===== src/inc/rifd_defs.vh =====
// rifd_defs.vh: field positions and widths of the instruction field decoder
// assumes inclusion by bare name from the design file
`ifndef RIFD_DEFS_VH
`define RIFD_DEFS_VH
`define RIFD_OP_HI 31
`define RIFD_OP_LO 24
`define RIFD_F2_HI 23
`define RIFD_F2_LO 16
`define RIFD_F1_HI 15
`define RIFD_F1_LO 8
`define RIFD_F0_HI 7
`define RIFD_F0_LO 0
`define RIFD_SEL_BIT 24
`define RIFD_LDST_W 7
`define RIFD_FS_HI 1
`define RIFD_FS_LO 0
`define RIFD_PC_W 30
`define RIFD_RST_WORD 32'h00000000
`define RIFD_RST_PC 30'h00000000
`define RIFD_RST_BYTE 8'h00
`define RIFD_RST_CTL 7'h00
`define RIFD_RST_HALF 16'h0000
`define RIFD_RST_FMT 2'h0
`define RIFD_RST_BIT 1'b0
`define RIFD_LANE_W 8
`endif


===== src/verilog/rifd_decoder.v =====
// rifd_decoder.v: splits a 32-bit instruction word into fields, selects
// the second operand, checks add/subtract overflow and forms branch targets.
// assumes fetch presents a word with instr_vld, and operands arrive in the same cycle.
`timescale 1ns/10ps
`default_nettype none
`include "rifd_defs.vh"

module rifd_decoder (
  input wire clk, // core clock, 10 MHz
  input wire rst_n, // asynchronous reset, active low
  input wire instr_vld, // fetch presents a valid instruction word
  input wire [31:0] instr_word, // instruction word from fetch
  input wire [29:0] pc_word, // word address of this instruction
  input wire [31:0] first_operand_val, // contents of the first source register
  input wire [31:0] src_two_reg_val, // contents of the second source register
  input wire sub_sel, // 1: subtract, 0: add, for overflow checks
  output wire [7:0] instr_code_field, // operation code
  output wire pc_rel_or_fixed_sel, // 1: absolute target
  output wire operand_src_bit, // 1: immediate second operand
  output wire [7:0] dest_reg_num, // destination register
  output wire [7:0] src_one_reg_num, // first source register
  output wire [7:0] special_reg_id, // special register number
  output wire [7:0] src_two_reg_num, // second source register
  output wire [7:0] trap_vector_idx, // trap vector number
  output wire [6:0] ld_st_ctl_field, // load/store control
  output wire [15:0] jump_word_addr, // joined jump word address
  output wire [15:0] const16_val, // joined 16-bit constant
  output wire [31:0] second_operand_val, // register or zero-extended constant
  output wire [7:0] format_change_ctl, // conversion control byte
  output wire [1:0] src_format_field, // operand format for class and root
  output wire [29:0] branch_target, // resolved word target
  output wire signed_ovf, // signed overflow
  output wire unsigned_ovf, // unsigned add overflow
  output wire unsigned_unf, // unsigned subtract underflow
  output wire [7:0] dest_paired_reg, // twin of destination register
  output wire [7:0] src_one_paired_reg, // twin of first source register
  output wire [7:0] src_two_paired_reg // twin of second source register
);

////////////////////////////////////////////////////////////////////////////////
// twin lookup is used for three register fields
function [7:0] rifd_twin;
  input [7:0] reg_num;
  begin
    rifd_twin = {reg_num[7:1], ~reg_num[0]};
  end
endfunction

////////////////////////////////////////////////////////////////////////////////
// field extraction; reserved bits simply pass and are not interpreted
wire [7:0] op_f = instr_word[`RIFD_OP_HI:`RIFD_OP_LO];
wire [7:0] f2 = instr_word[`RIFD_F2_HI:`RIFD_F2_LO];
wire [7:0] f1 = instr_word[`RIFD_F1_HI:`RIFD_F1_LO];
wire [7:0] f0 = instr_word[`RIFD_F0_HI:`RIFD_F0_LO];
wire sel_f = instr_word[`RIFD_SEL_BIT];

////////////////////////////////////////////////////////////////////////////////
// operand select and arithmetic checks, all combinational
reg [31:0] nxt_opb;
reg [32:0] nxt_sum;
reg nxt_sovf;
reg nxt_uovf;
reg nxt_uunf;
reg [29:0] nxt_target;
reg [15:0] jmp16;

always @*
begin
  if (sel_f)
    nxt_opb = {24'h000000, f0};
  else
    nxt_opb = src_two_reg_val;
  jmp16 = {f2, f0};
  // one adder serves both: subtract is add of the complement plus one
  if (sub_sel)
    nxt_sum = {1'b0, first_operand_val} + {1'b0, ~nxt_opb} + 33'h000000001;
  else
    nxt_sum = {1'b0, first_operand_val} + {1'b0, nxt_opb};
  if (sub_sel)
    nxt_sovf = (first_operand_val[31] != nxt_opb[31]) &&
      (nxt_sum[31] != first_operand_val[31]);
  else
    nxt_sovf = (first_operand_val[31] == nxt_opb[31]) &&
      (nxt_sum[31] != first_operand_val[31]);
  nxt_uovf = !sub_sel && nxt_sum[32];
  nxt_uunf = sub_sel && !nxt_sum[32];
  // word offsets wrap within the 30-bit counter, as the counter itself does
  if (sel_f)
    nxt_target = {14'h0000, jmp16};
  else
    nxt_target = pc_word + {{14{jmp16[15]}}, jmp16};
end

////////////////////////////////////////////////////////////////////////////////
// output stage registers; each loads its next value on every edge
reg [7:0] code_ff;
reg [7:0] nxt_code;
reg abs_sel_ff;
reg nxt_abs_sel;
reg imm_sel_ff;
reg nxt_imm_sel;
reg [7:0] dest_num_ff;
reg [7:0] nxt_dest_num;
reg [7:0] src_one_num_ff;
reg [7:0] nxt_src_one_num;
reg [7:0] spec_id_ff;
reg [7:0] nxt_spec_id;
reg [7:0] src_two_num_ff;
reg [7:0] nxt_src_two_num;
reg [7:0] trap_idx_ff;
reg [7:0] nxt_trap_idx;
reg [6:0] ldst_ctl_ff;
reg [6:0] nxt_ldst_ctl;
reg [15:0] jump_addr_ff;
reg [15:0] nxt_jump_addr;
reg [15:0] const16_ff;
reg [15:0] nxt_const16;
reg [31:0] opnd_b_ff;
reg [31:0] nxt_opnd_b;
reg [7:0] fmt_ctl_ff;
reg [7:0] nxt_fmt_ctl;
reg [1:0] fs_ff;
reg [1:0] nxt_fs;
reg [29:0] target_ff;
reg [29:0] nxt_tgt;
reg sovf_ff;
reg nxt_sovf_flag;
reg uovf_ff;
reg nxt_uovf_flag;
reg uunf_ff;
reg nxt_uunf_flag;

////////////////////////////////////////////////////////////////////////////////
// next values hold unless fetch presents a valid word, so idle cycles keep
// the last decode visible to the datapath
always @*
begin
  nxt_code = code_ff;
  nxt_abs_sel = abs_sel_ff;
  nxt_imm_sel = imm_sel_ff;
  nxt_dest_num = dest_num_ff;
  nxt_src_one_num = src_one_num_ff;
  nxt_spec_id = spec_id_ff;
  nxt_src_two_num = src_two_num_ff;
  nxt_trap_idx = trap_idx_ff;
  nxt_ldst_ctl = ldst_ctl_ff;
  nxt_jump_addr = jump_addr_ff;
  nxt_const16 = const16_ff;
  nxt_opnd_b = opnd_b_ff;
  nxt_fmt_ctl = fmt_ctl_ff;
  nxt_fs = fs_ff;
  nxt_tgt = target_ff;
  nxt_sovf_flag = sovf_ff;
  nxt_uovf_flag = uovf_ff;
  nxt_uunf_flag = uunf_ff;
  if (instr_vld)
  begin
    nxt_code = op_f;
    nxt_abs_sel = sel_f;
    nxt_imm_sel = sel_f;
    nxt_dest_num = f2;
    nxt_src_one_num = f1;
    nxt_spec_id = f1;
    nxt_src_two_num = f0;
    nxt_trap_idx = f2;
    nxt_ldst_ctl = f2[`RIFD_LDST_W-1:0];
    nxt_jump_addr = jmp16;
    nxt_const16 = {f2, f0};
    nxt_opnd_b = nxt_opb;
    nxt_fmt_ctl = f0;
    nxt_fs = f0[`RIFD_FS_HI:`RIFD_FS_LO];
    nxt_tgt = nxt_target;
    nxt_sovf_flag = nxt_sovf;
    nxt_uovf_flag = nxt_uovf;
    nxt_uunf_flag = nxt_uunf;
  end
end

////////////////////////////////////////////////////////////////////////////////
// opcode, select bits and register numbers
always @(posedge clk or negedge rst_n)
begin
  if (!rst_n)
  begin
    code_ff <= `RIFD_RST_BYTE;
    abs_sel_ff <= `RIFD_RST_BIT;
    imm_sel_ff <= `RIFD_RST_BIT;
    dest_num_ff <= `RIFD_RST_BYTE;
    src_one_num_ff <= `RIFD_RST_BYTE;
    spec_id_ff <= `RIFD_RST_BYTE;
    src_two_num_ff <= `RIFD_RST_BYTE;
  end
  else
  begin
    code_ff <= nxt_code;
    abs_sel_ff <= nxt_abs_sel;
    imm_sel_ff <= nxt_imm_sel;
    dest_num_ff <= nxt_dest_num;
    src_one_num_ff <= nxt_src_one_num;
    spec_id_ff <= nxt_spec_id;
    src_two_num_ff <= nxt_src_two_num;
  end
end

////////////////////////////////////////////////////////////////////////////////
// trap, load/store and conversion control fields
always @(posedge clk or negedge rst_n)
begin
  if (!rst_n)
  begin
    trap_idx_ff <= `RIFD_RST_BYTE;
    ldst_ctl_ff <= `RIFD_RST_CTL;
    fmt_ctl_ff <= `RIFD_RST_BYTE;
    fs_ff <= `RIFD_RST_FMT;
  end
  else
  begin
    trap_idx_ff <= nxt_trap_idx;
    ldst_ctl_ff <= nxt_ldst_ctl;
    fmt_ctl_ff <= nxt_fmt_ctl;
    fs_ff <= nxt_fs;
  end
end

////////////////////////////////////////////////////////////////////////////////
// joined 16-bit values and the resolved target
always @(posedge clk or negedge rst_n)
begin
  if (!rst_n)
  begin
    jump_addr_ff <= `RIFD_RST_HALF;
    const16_ff <= `RIFD_RST_HALF;
    target_ff <= `RIFD_RST_PC;
  end
  else
  begin
    jump_addr_ff <= nxt_jump_addr;
    const16_ff <= nxt_const16;
    target_ff <= nxt_tgt;
  end
end

////////////////////////////////////////////////////////////////////////////////
// second operand
always @(posedge clk or negedge rst_n)
begin
  if (!rst_n)
  begin
    opnd_b_ff <= `RIFD_RST_WORD;
  end
  else
  begin
    opnd_b_ff <= nxt_opnd_b;
  end
end

////////////////////////////////////////////////////////////////////////////////
// overflow flags; they reflect the word just loaded, whatever its opcode
always @(posedge clk or negedge rst_n)
begin
  if (!rst_n)
  begin
    sovf_ff <= `RIFD_RST_BIT;
    uovf_ff <= `RIFD_RST_BIT;
    uunf_ff <= `RIFD_RST_BIT;
  end
  else
  begin
    sovf_ff <= nxt_sovf_flag;
    uovf_ff <= nxt_uovf_flag;
    uunf_ff <= nxt_uunf_flag;
  end
end

////////////////////////////////////////////////////////////////////////////////
// one twin register per register lane: 0 second source, 1 first source, 2 dest
genvar g;
generate
  for (g = 0; g < 3; g = g + 1)
  begin : twin_lane
    wire [7:0] lane_num = instr_word[g*`RIFD_LANE_W +: `RIFD_LANE_W];
    reg [7:0] twin_ff;
    wire [7:0] nxt_twin = instr_vld ? rifd_twin(lane_num) : twin_ff;
    always @(posedge clk or negedge rst_n)
    begin
      if (!rst_n)
        twin_ff <= `RIFD_RST_BYTE;
      else
        twin_ff <= nxt_twin;
    end
  end
endgenerate

////////////////////////////////////////////////////////////////////////////////
// outputs straight from the registers
assign instr_code_field = code_ff;
assign pc_rel_or_fixed_sel = abs_sel_ff;
assign operand_src_bit = imm_sel_ff;
assign dest_reg_num = dest_num_ff;
assign src_one_reg_num = src_one_num_ff;
assign special_reg_id = spec_id_ff;
assign src_two_reg_num = src_two_num_ff;
assign trap_vector_idx = trap_idx_ff;
assign ld_st_ctl_field = ldst_ctl_ff;
assign jump_word_addr = jump_addr_ff;
assign const16_val = const16_ff;
assign second_operand_val = opnd_b_ff;
assign format_change_ctl = fmt_ctl_ff;
assign src_format_field = fs_ff;
assign branch_target = target_ff;
assign signed_ovf = sovf_ff;
assign unsigned_ovf = uovf_ff;
assign unsigned_unf = uunf_ff;
assign dest_paired_reg = twin_lane[2].twin_ff;
assign src_one_paired_reg = twin_lane[1].twin_ff;
assign src_two_paired_reg = twin_lane[0].twin_ff;

endmodule
`default_nettype wire


===== config.mk =====
export PLATFORM = sky130hd
export DESIGN_NAME = rifd_decoder
export DESIGN_NICKNAME = d
export VERILOG_FILES = /design/src/verilog/rifd_decoder.v
export VERILOG_INCLUDE_DIRS = /design/src /design/src/inc
export SDC_FILE = /design/constraint.sdc
export NUM_CORES = 1
export LEC_CHECK = 0
export BUFFER_PORTS_ARGS = -buffer_cell sky130_fd_sc_hd__buf_2
export CAP_MARGIN = 20
export CORE_ASPECT_RATIO = 0.9
export CORE_MARGIN = 2
export CORE_UTILIZATION = 45
export CTS_CLUSTER_SIZE = 30
export DETAILED_ROUTE_END_ITERATION = 10
export PLACE_DENSITY = 0.78
export SYNTH_ARGS = -nofsm -noshare
export SYNTH_HDL_FRONTEND = slang
export SYNTH_SLANG_ARGS = --single-unit

===== constraint.sdc =====
create_clock -name clk -period 0.8 [get_ports clk]
set_input_delay 0.16 -clock clk [delete_from_list [all_inputs] [get_ports clk]]
set_output_delay 0.16 -clock clk [all_outputs]
set_load 0.005 [all_outputs]

==> run_results.csv, run 1 <==
group,metric,value,unit
power,p_leak,7.24,nW
placement,io_buffers,317,
synth,synth_nets,1083,
power,totalPowerFinal,20.9,mW
floorplanning,dieArea,18900,sq um
placement,hpwl,21.3,mm
timing,skew,0,ps
detailed_routing,routed_wl,41.0,mm
clock_network,clock_latency,360,ps
critical_path,crit_type,"primary input to flop",
power,ir_drop,1.19,mV
clock_network,clock_sinks,100,
detailed_routing,drtPass1Iterations,5,
timing,worst_pin_slew,568,ps
status,status,"finished with violations",
timing,finalHoldWorstSlack,12.7,ps
synth,synth-edff-count,0,
synth,synth_seq_cells,100,
critical_path,worstPathArrival,2850,ps
floorplanning,die_h,131,um
detailed_routing,drc,0,
clock_network,clockRootBuffer,"clkbuf_16",
timing,drv_slew,0,
global_route,antenna_found_initial,8,
timing,relSlewSlack,0.618,
clock_network,cts_buffers,9,
timing,grt_setup_unrepaired,"yes",
clock_network,cts_buffer_depth,2,
floorplanning,boundaryPins,318,
synth,post_synth_num_cell_types,72,
run,max-cap-violations,0,
synth,ys_warn_count,0,
timing,fin_ws,-1770,ps
timing,period_share,3.21,
synth,seq_area_frac_synth,0.313,
detailed_routing,wl_per_cell,25.1,um
critical_path,r2r_end,"branch_target[10]",
floorplanning,start_util,0.457,
critical_path,crit_fanout,5,
cells_and_area,largest_reg_flops,32,
critical_path,worst_r2r_startpoint,"branch_target[10]",
timing,finalSetupViolCount,279,
critical_path,cp-start-kind,"primary input",
detailed_routing,num_vias,9797,
detailed_routing,vias_per_cell,5.99,
synth,syn_inst,851,
hold_path,holdPathEnd,"src_one_paired_reg[0]",
global_route,grt_pass1_wl,48.2,mm
critical_path,r2r_cells,3,
clock_network,cts_tree,"done",
placement,gp_congestion,0.895,
synth,synth_area_leaders,"dfrtp_1, ha_1, mux2_2",
hold_path,hold_path.startpoint,"instr_word[8]",
detailed_routing,drt_iter0_drc,865,
synth,async_reset_ff_frac,1.00,
global_route,track_usage,0.333,
synth,synth_area_per_cell,9.40,sq um
timing,finalHoldViolCount,0,
synth,synth_top_cell_area_share,0.313,
timing,fin_crit,2570,ps
cells_and_area,drive_gt1_frac,0.648,
floorplanning,die_w,145,um
detailed_routing,ant_nets,0,
power,powerDensity,1460,nW/um^2
synth,synth_top_cell_by_area,"dfrtp_1",
floorplanning,coreArea,17500,sq um
critical_path,r2r_setup_slack,-250,ps
critical_path,cp.required,1080,ps
synth,ys.flop_type,"dfrtp_1",
floorplanning,rows,46,
clock_network,clk_pin_slew,70,ps
cells_and_area,area_delta_synth_final,79.1,%
cells_and_area,nets,1616,
global_route,overflow,0,
critical_path,end_kind,"flop",
status,violations,"setup timing",
hold_path,min_path_type,"primary input to flop",
global_route,grt_pass1_vias,9111,
global_route,grt_max_degree,25,
timing,timing.fmax,390,MHz
clock_network,htreeDepth,3,
synth,synth_area,8000,sq um
hold_path,holdPathStages,2,
==> cell usage after synthesis, drive strengths merged (17+ instances only) <==
cell    number
ha         101
dfrtp      100
nand2       56
a21oi       55
inv         47
nand3       17
nor2        50
a21o        20
mux2        59
buf         91
clkbuf      21
o21ai       42
==> placed cells by master (no fill, tap or decap), types with 9 or more instances in the layout <==
cell	instances
buf_12	14
nor2_2	10
a21o_1	20
nand2_4	13
o21ai_1	11
mux2_2	10
buf_2	224
o21ai_2	9
buf_4	238
buf_6	150
clkbuf_16	10
nor2_1	36
nand2_2	10
a21oi_2	13
inv_1	36
and3_1	9
nand3_1	14
dfrtp_2	15
ha_1	70
mux2_4	49
o21ai_0	20
ha_4	29
nand2_1	32
dfrtp_1	85
nor2b_1	13
a21oi_1	37
==> what timing repair did <==
action,CTS,global route
endpoints found under the setup margin,265,272
resized for setup,159,220
pin swaps,82,62
hold buffers,1,0
cloned,1,1
endpoints found under the hold margin,12,0
setup buffers,61,49
==> final cells by class <==
cell class                      count  area, sq um
Multi-Input combinational cell    590         5940
Timing Repair Buffer              634         5030
Fill cell                         921         3160
Sequential cell                   100         2520
Tap cell                          240          300
Clock buffer                       10          229
Inverter                           49          214
Clock inverter                      6         82.6
Antenna cell                        7         17.5
==> critical path, cell delays in order <==
cell,delay (ps)
buf_12,120
buf_12,140
nand2_2,90
a21boi_4,370
ha_4,270
or4b_4,500
o211ai_1,250
o2111ai_2,190
and3_1,240
a2111oi_4,340
a21oi_1,60
o21ai_1,100
==> per-stage QoR <==
step	cell area, sq um	utilization	setup TNS, ps	std cells	setup WS, ps
floorplan	8820	-	-37830	851	-1620
finish	14300	0.819	-101110	1636	-1770
global route	14300	0.819	-107800	1634	-2120
detailed placement	11500	0.658	-72290	1519	-1950
CTS	13000	0.742	-86630	1592	-1440
global placement	11500	0.658	-71050	1519	-1900
==> metal layers <==
layer	global-route usage	wire (um)
met4	0.209	3410
met1	0.371	14000
met3	0.105	4860
met5	0	135
met2	0.558	18700
==> power by group <==
part	switching, mW	leakage, nW	internal, mW
Clock	2.34	0.148	2.50
Combinational	4.45	5.89	5.30
Sequential	0.672	1.20	5.63
Total	7.46	7.24	13.4
==> how the worst max path moves through the flow <==
stage                   startpoint           end  slack, ps  cells past startpoint
floorplan           instr_word[24]  unsigned_ovf      -1620                     11
global placement    instr_word[24]    signed_ovf      -1900                     11
detailed placement  instr_word[24]    signed_ovf      -1950                     13
CTS                 instr_word[24]  unsigned_ovf      -1440                     11
global route        instr_word[24]    signed_ovf      -2120                     14
finish              instr_word[24]  unsigned_ovf      -1770                     12
==> logic make-up after synthesis <==
family / synth area share
simple gates: 0.125
mux: 0.0930
buf+inv: 0.119
fa+ha+maj: 0.160
flops: 0.313
xor+xnor: 0.0219
compound gates: 0.168
(Power assumes the default switching activity.)
==> run 2: changes to the inputs <==
--- a/config.mk
+++ b/config.mk
@@ -8,12 +8,14 @@
 export LEC_CHECK = 0
 export BUFFER_PORTS_ARGS = -buffer_cell sky130_fd_sc_hd__buf_2
 export CAP_MARGIN = 20
+export CELL_PAD_IN_SITES_DETAIL_PLACEMENT = 1
+export CELL_PAD_IN_SITES_GLOBAL_PLACEMENT = 1
 export CORE_ASPECT_RATIO = 0.9
 export CORE_MARGIN = 2
-export CORE_UTILIZATION = 45
+export CORE_UTILIZATION = 33
 export CTS_CLUSTER_SIZE = 30
 export DETAILED_ROUTE_END_ITERATION = 10
-export PLACE_DENSITY = 0.78
+export PLACE_DENSITY_LB_ADDON = 0.1
 export SYNTH_ARGS = -nofsm -noshare
 export SYNTH_HDL_FRONTEND = slang
 export SYNTH_SLANG_ARGS = --single-unit
==> run_results.csv, run 2 (synthesized netlist as in run 1, its figures left out) <==
group,metric,value,unit
global_route,track_usage,0.238,
cells_and_area,largest_reg_flops,32,
global_route,overflow,0,
power,switching_share,0.342,
cells_and_area,stdcell_count,1689,
detailed_routing,num_vias,8387,
status,status,"finished with violations",
timing,fin_ws,-1480,ps
critical_path,worstPathArrival,2520,ps
floorplanning,coreArea,24100,sq um
cells_and_area,area_delta_synth_final,78.0,%
detailed_routing,drc,0,
critical_path,crit_fanout,5,
clock_network,htreeDepth,3,
power,seqPwrFrac,0.311,
power,totalPowerFinal,19.7,mW
power,pwr-share-clk,0.233,
clock_network,clk_pin_slew,80,ps
run,max-cap-violations,0,
global_route,grt_pass1_vias,8579,
clock_network,cts_buffer_depth,2,
clock_network,clock_latency,370,ps
cells_and_area,final_common_cell,"buf_2",
critical_path,end_kind,"flop",
placement,placed_area,11600,sq um
timing,finalHoldViolCount,0,
timing,timing.fmax,439,MHz
timing,skew,0,ps
timing,worst_pin_slew,437,ps
timing,grt_setup_unrepaired,"yes",
critical_path,cp.required,1040,ps
power,powerDensity,1390,nW/um^2
floorplanning,rows,54,
floorplanning,die_w,168,um
timing,fin_crit,2280,ps
global_route,grt_pass1_wl,47.2,mm
detailed_routing,drt_iter0_drc,331,
timing,drv_slew,0,
critical_path,crit_type,"primary input to flop",
floorplanning,start_util,0.333,
clock_network,clock_sinks,100,
cells_and_area,drive_gt1_frac,0.636,
timing,period_share,2.85,
placement,hpwl,24.1,mm
timing,finalSetupViolCount,264,
detailed_routing,drtPass1Iterations,4,
placement,gp_congestion,0.833,
global_route,grt_max_degree,39,
floorplanning,boundaryPins,318,
status,violations,"setup timing",
placement,io_buffers,317,
power,comb_power_share,0.456,
placement,dp_cells,1583,
cells_and_area,fin_util,0.592,
power,p_int,13.0,mW
timing,relSlewSlack,0.706,
detailed_routing,routed_wl,33.6,mm
critical_path,cp-start-kind,"primary input",
hold_path,min_path_type,"primary input to flop",
timing,finalHoldWorstSlack,14.0,ps
detailed_routing,vias_per_cell,4.97,
clock_network,cts_tree,"done",
global_route,antenna_found_initial,0,
critical_path,r2r_setup_slack,-390,ps
power,ir_drop,0.842,mV
clock_network,clockRootBuffer,"clkbuf_16",
power,p_leak,7.18,nW
cells_and_area,layout_common_cells,"buf_2, buf_4, buf_6, dfrtp_1, ha_1",
detailed_routing,ant_nets,0,
cells_and_area,design_area,14200,sq um
clock_network,cts_buffers,9,
cells_and_area,nets,1607,
floorplanning,dieArea,25500,sq um
detailed_routing,wl_per_cell,19.9,um
floorplanning,die_h,152,um
power,p_switching,6.75,mW
==> run 2: changes by cell type in the layout (fill, tap and decap cells not counted), sizes merged <==
| cell | change |
|---|---|
| buf | -10 |
| bufinv | -1 |
| clkinv | -1 |
| clkinvlp | +1 |
| diode | -6 |
| dlygate4sd3 | +1 |
| inv | +1 |
==> run 2: area by class of cell <==
| class | instances | area, sq um |
|---|---|---|
| diodes | 1 | 2.50 |
| clock buffers | 10 | 239 |
| clock inverters | 6 | 52.6 |
| fillers | 2664 | 9800 |
| inverters | 49 | 220 |
| multi-input cells | 590 | 5910 |
| flip-flops and latches | 100 | 2520 |
| well taps | 308 | 385 |
| repair buffers | 625 | 4920 |
==> run 2: repair_timing <==
| item | in CTS | in global routing |
|---|---|---|
| resized for setup | 149 | 238 |
| pin swaps | 63 | 68 |
| hold endpoints to repair | 101 | 0 |
| setup buffers | 56 | 57 |
| hold buffers | 2 | 0 |
| cloned | 1 | 1 |
| setup endpoints to repair | 268 | 277 |
==> run 2: worst paths after layout <==
| check | start | end | cells past startpoint |
|---|---|---|---|
| min in group asynchronous | rst_n | second_operand_val[14] | 2 |
| min | instr_word[9] | special_reg_id[1] | 2 |
| max reg2reg | branch_target[22] | branch_target[22] | 3 |
| max in group asynchronous | rst_n | second_operand_val[1] | 3 |
| max | instr_word[24] | signed_ovf | 12 |
| min reg2reg | second_operand_val[23] | second_operand_val[23] | 1 |
==> run 2: layer usage <==
| metal | wire, um | part of all wire | GRT usage | vias up |
|---|---|---|---|---|
| met5 | 0 | 0 | 0 | - |
| met4 | 645 | 0.019 | 0.0595 | 0 |
| met2 | 17300 | 0.51 | 0.429 | 240 |
| li1 | - | - | - | 3988 |
| met3 | 1580 | 0.047 | 0.0429 | 36 |
| met1 | 14100 | 0.42 | 0.297 | 4123 |
==> run 2: worst max-delay path, stage by stage <==
cell and delay [ps]:
buf_12 120, clkinv_8 70, clkbuf_16 160, nand2_8 60
ha_4 290, nor3b_4 60, o41ai_2 370, o211ai_1 150
a2111o_1 430, or3_1 380, a31oi_1 180, o21ai_1 100
==> run 2: power by group through the flow <==
stage / registers, mW / clock network [mW] / logic, mW
global placement: 6.11 / 0 / 6.55
CTS: 6.04 / 4.66 / 7.80
global route: 6.23 / 4.87 / 9.71
finish: 6.15 / 4.60 / 8.99
detailed placement: 6.13 / 0 / 6.69
floorplan: 6.14 / 0 / 3.70
==> run 2: stage by stage <==
stage / setup TNS, ps / setup WS, ps
after floorplan: -37830 / -1620
after global placement: -71390 / -1910
after detailed placement: -73110 / -1970
after CTS: -89780 / -1470
after global routing: -102020 / -1570
final: -93020 / -1480
==> run 3: changes to the inputs <==
--- a/config.mk
+++ b/config.mk
@@ -6,16 +6,17 @@
 export SDC_FILE = /design/constraint.sdc
 export NUM_CORES = 1
 export LEC_CHECK = 0
-export BUFFER_PORTS_ARGS = -buffer_cell sky130_fd_sc_hd__buf_2
+export BUFFER_PORTS_ARGS = -buffer_cell sky130_fd_sc_hd__clkbuf_2
 export CAP_MARGIN = 20
 export CELL_PAD_IN_SITES_DETAIL_PLACEMENT = 1
 export CELL_PAD_IN_SITES_GLOBAL_PLACEMENT = 1
 export CORE_ASPECT_RATIO = 0.9
-export CORE_MARGIN = 2
+export CORE_MARGIN = 4
 export CORE_UTILIZATION = 33
 export CTS_CLUSTER_SIZE = 30
 export DETAILED_ROUTE_END_ITERATION = 10
 export PLACE_DENSITY_LB_ADDON = 0.1
+export SETUP_SLACK_MARGIN = 0.15
 export SYNTH_ARGS = -nofsm -noshare
 export SYNTH_HDL_FRONTEND = slang
 export SYNTH_SLANG_ARGS = --single-unit
==> run_results.csv, run 3 (synthesized netlist as in run 1, its figures left out) <==
group,metric,value,unit
status,status,"finished with violations",
status,violations,"hold timing, setup timing",
critical_path,worstPathArrival,2540,ps
timing,fin_crit,2260,ps
timing,finalHoldViolCount,1,
global_route,grt_max_degree,33,
global_route,grt_pass1_vias,8849,
clock_network,cts_buffer_depth,2,
cells_and_area,layout_common_cells,"clkbuf_2, buf_4, buf_6, dfrtp_1, ha_1",
clock_network,cts_buffers,9,
critical_path,crit_type,"primary input to flop",
detailed_routing,vias_per_cell,4.96,
cells_and_area,area.sequential,2520,sq um
floorplanning,dieArea,26800,sq um
timing,finalHoldWorstSlack,-5.48,ps
cells_and_area,area_delta_synth_final,74.5,%
cells_and_area,nFillCells,2667,
power,powerDensity,1400,nW/um^2
clock_network,clockRootBuffer,"clkbuf_16",
cells_and_area,stdcell_count,1700,
timing,timing.fmax,443,MHz
critical_path,path_cells,"clkbuf_16 -> buf_12 -> mux2i_4 -> ha_4 -> or4b_4 -> o211ai_1 -> o2111ai_2 -> and3_4 -> a2111oi_4 -> a21oi_1 -> o21ai_1",
critical_path,r2r_cells,3,
power,p_leak,7.17,nW
critical_path,r2r_end,"format_change_ctl[1]",
critical_path,cp.required,1090,ps
critical_path,cp_slowest_cell,"or4b_4",
placement,gp_congestion,0.843,
cells_and_area,largest_reg_flops,32,
critical_path,critPathMaxStageDelay,470,ps
critical_path,end_kind,"flop",
timing,period_share,2.82,
critical_path,r2r_setup_slack,-270,ps
power,ir_drop,0.876,mV
detailed_routing,num_vias,8428,
clock_network,clk_pin_slew,80,ps
clock_network,clock_sinks,100,
timing,drv_slew,0,
timing,skew,0,ps
floorplanning,boundaryPins,318,
cells_and_area,drive_gt1_frac,0.648,
global_route,overflow,0,
cells_and_area,multi_input_area,5870,sq um
detailed_routing,routed_wl,33.0,mm
detailed_routing,drtPass1Iterations,4,
detailed_routing,ant_nets,0,
hold_path,holdPathStages,2,
hold_path,holdPathEnd,"src_one_paired_reg[0]",
detailed_routing,drt_iter0_drc,249,
cells_and_area,nets,1625,
floorplanning,rows,53,
hold_path,min_path_type,"primary input to flop",
timing,relSlewSlack,0.594,
detailed_routing,wl_per_cell,19.4,um
floorplanning,start_util,0.339,
global_route,track_usage,0.224,
cells_and_area,antenna_cells,0,
run,max-cap-violations,0,
timing,finalSetupViolCount,263,
timing,grt_setup_unrepaired,"yes",
placement,hpwl,24.5,mm
floorplanning,die_h,156,um
detailed_routing,drc,0,
timing,worst_pin_slew,603,ps
critical_path,cp-start-kind,"primary input",
placement,pre_cts_ws,-1880,ps
hold_path,hold_path.startpoint,"instr_word[8]",
timing,fin_ws,-1460,ps
placement,dp_cells,1584,
clock_network,clock_latency,360,ps
global_route,antenna_found_initial,0,
global_route,grt_pass1_wl,47.7,mm
floorplanning,die_w,172,um
power,totalPowerFinal,19.5,mW
floorplanning,coreArea,23600,sq um
critical_path,worst_r2r_startpoint,"format_change_ctl[1]",
critical_path,crit_fanout,5,
clock_network,htreeDepth,3,
cells_and_area,final_common_cell,"clkbuf_2",
cells_and_area,fin_util,0.591,
placement,io_buffers,317,
clock_network,cts_tree,"done",
-- run 3: worst max-delay path by stage --
| stage | from | to | slack, ps | depth (start not counted) |
|---|---|---|---|---|
| floorplan | instr_word[24] | unsigned_ovf | -1620 | 11 |
| finish | instr_word[24] | unsigned_ovf | -1460 | 11 |
| detailed placement | instr_word[24] | signed_ovf | -1880 | 13 |
| global placement | instr_word[24] | signed_ovf | -1850 | 13 |
| CTS | instr_word[24] | unsigned_ovf | -1390 | 11 |
| global route | instr_word[24] | unsigned_ovf | -1530 | 11 |
-- run 3: per-layer routing --
| layer | track usage | up-vias | wire [um] |
|---|---|---|---|
| met2 | 0.414 | 245 | 17400 |
| met4 | 0.0419 | 0 | 489 |
| met3 | 0.0385 | 36 | 1750 |
| met5 | 0 | - | 0 |
| met1 | 0.273 | 4119 | 13400 |
| li1 | - | 4028 | - |
-- run 3: worst max-delay path: cells and delay by family --
kind                     cells  cell delay [ps]
AO/OA/AOI/OAI                5              870
AND/OR/NAND/NOR              2              680
multiplexers                 1              290
buffers and inverters        2              270
adder cells (fa/ha/maj)      1              260
-- run 3: through the flow --
step	setup TNS, ps	cell area [sq um]
after floorplan	-37850	9180
after global placement	-68320	11600
after detailed placement	-70220	11600
after CTS	-87080	13100
after global routing	-98200	14000
final	-88680	14000
-- run 3: report_power, final --
group	internal, mW	switching, mW	leakage [nW]
registers	5.63	0.480	1.20
clock network	2.37	2.33	0.148
logic	4.86	3.86	5.82
total	12.9	6.67	7.17
-- run 3: area by class of cell --
| type | count | share of cell area |
|---|---|---|
| clock buffers | 11 | 0.0181 |
| multi-input cells | 590 | 0.420 |
| repair inverters | 1 | 0.000358 |
| well taps | 302 | 0.0271 |
| clock inverters | 5 | 0.00358 |
| flip-flops and latches | 100 | 0.181 |
| inverters | 49 | 0.0143 |
| repair buffers | 642 | 0.335 |
-- run 3: timing repair --
action / CTS / global route
pin swaps: 66 / 60
hold buffers: 1 / 0
gates resized for setup: 171 / 124
gates cloned: 2 / 2
setup endpoints to repair: 283 / 327
hold endpoints to repair: 100 / 0
buffers inserted: 52 / 43
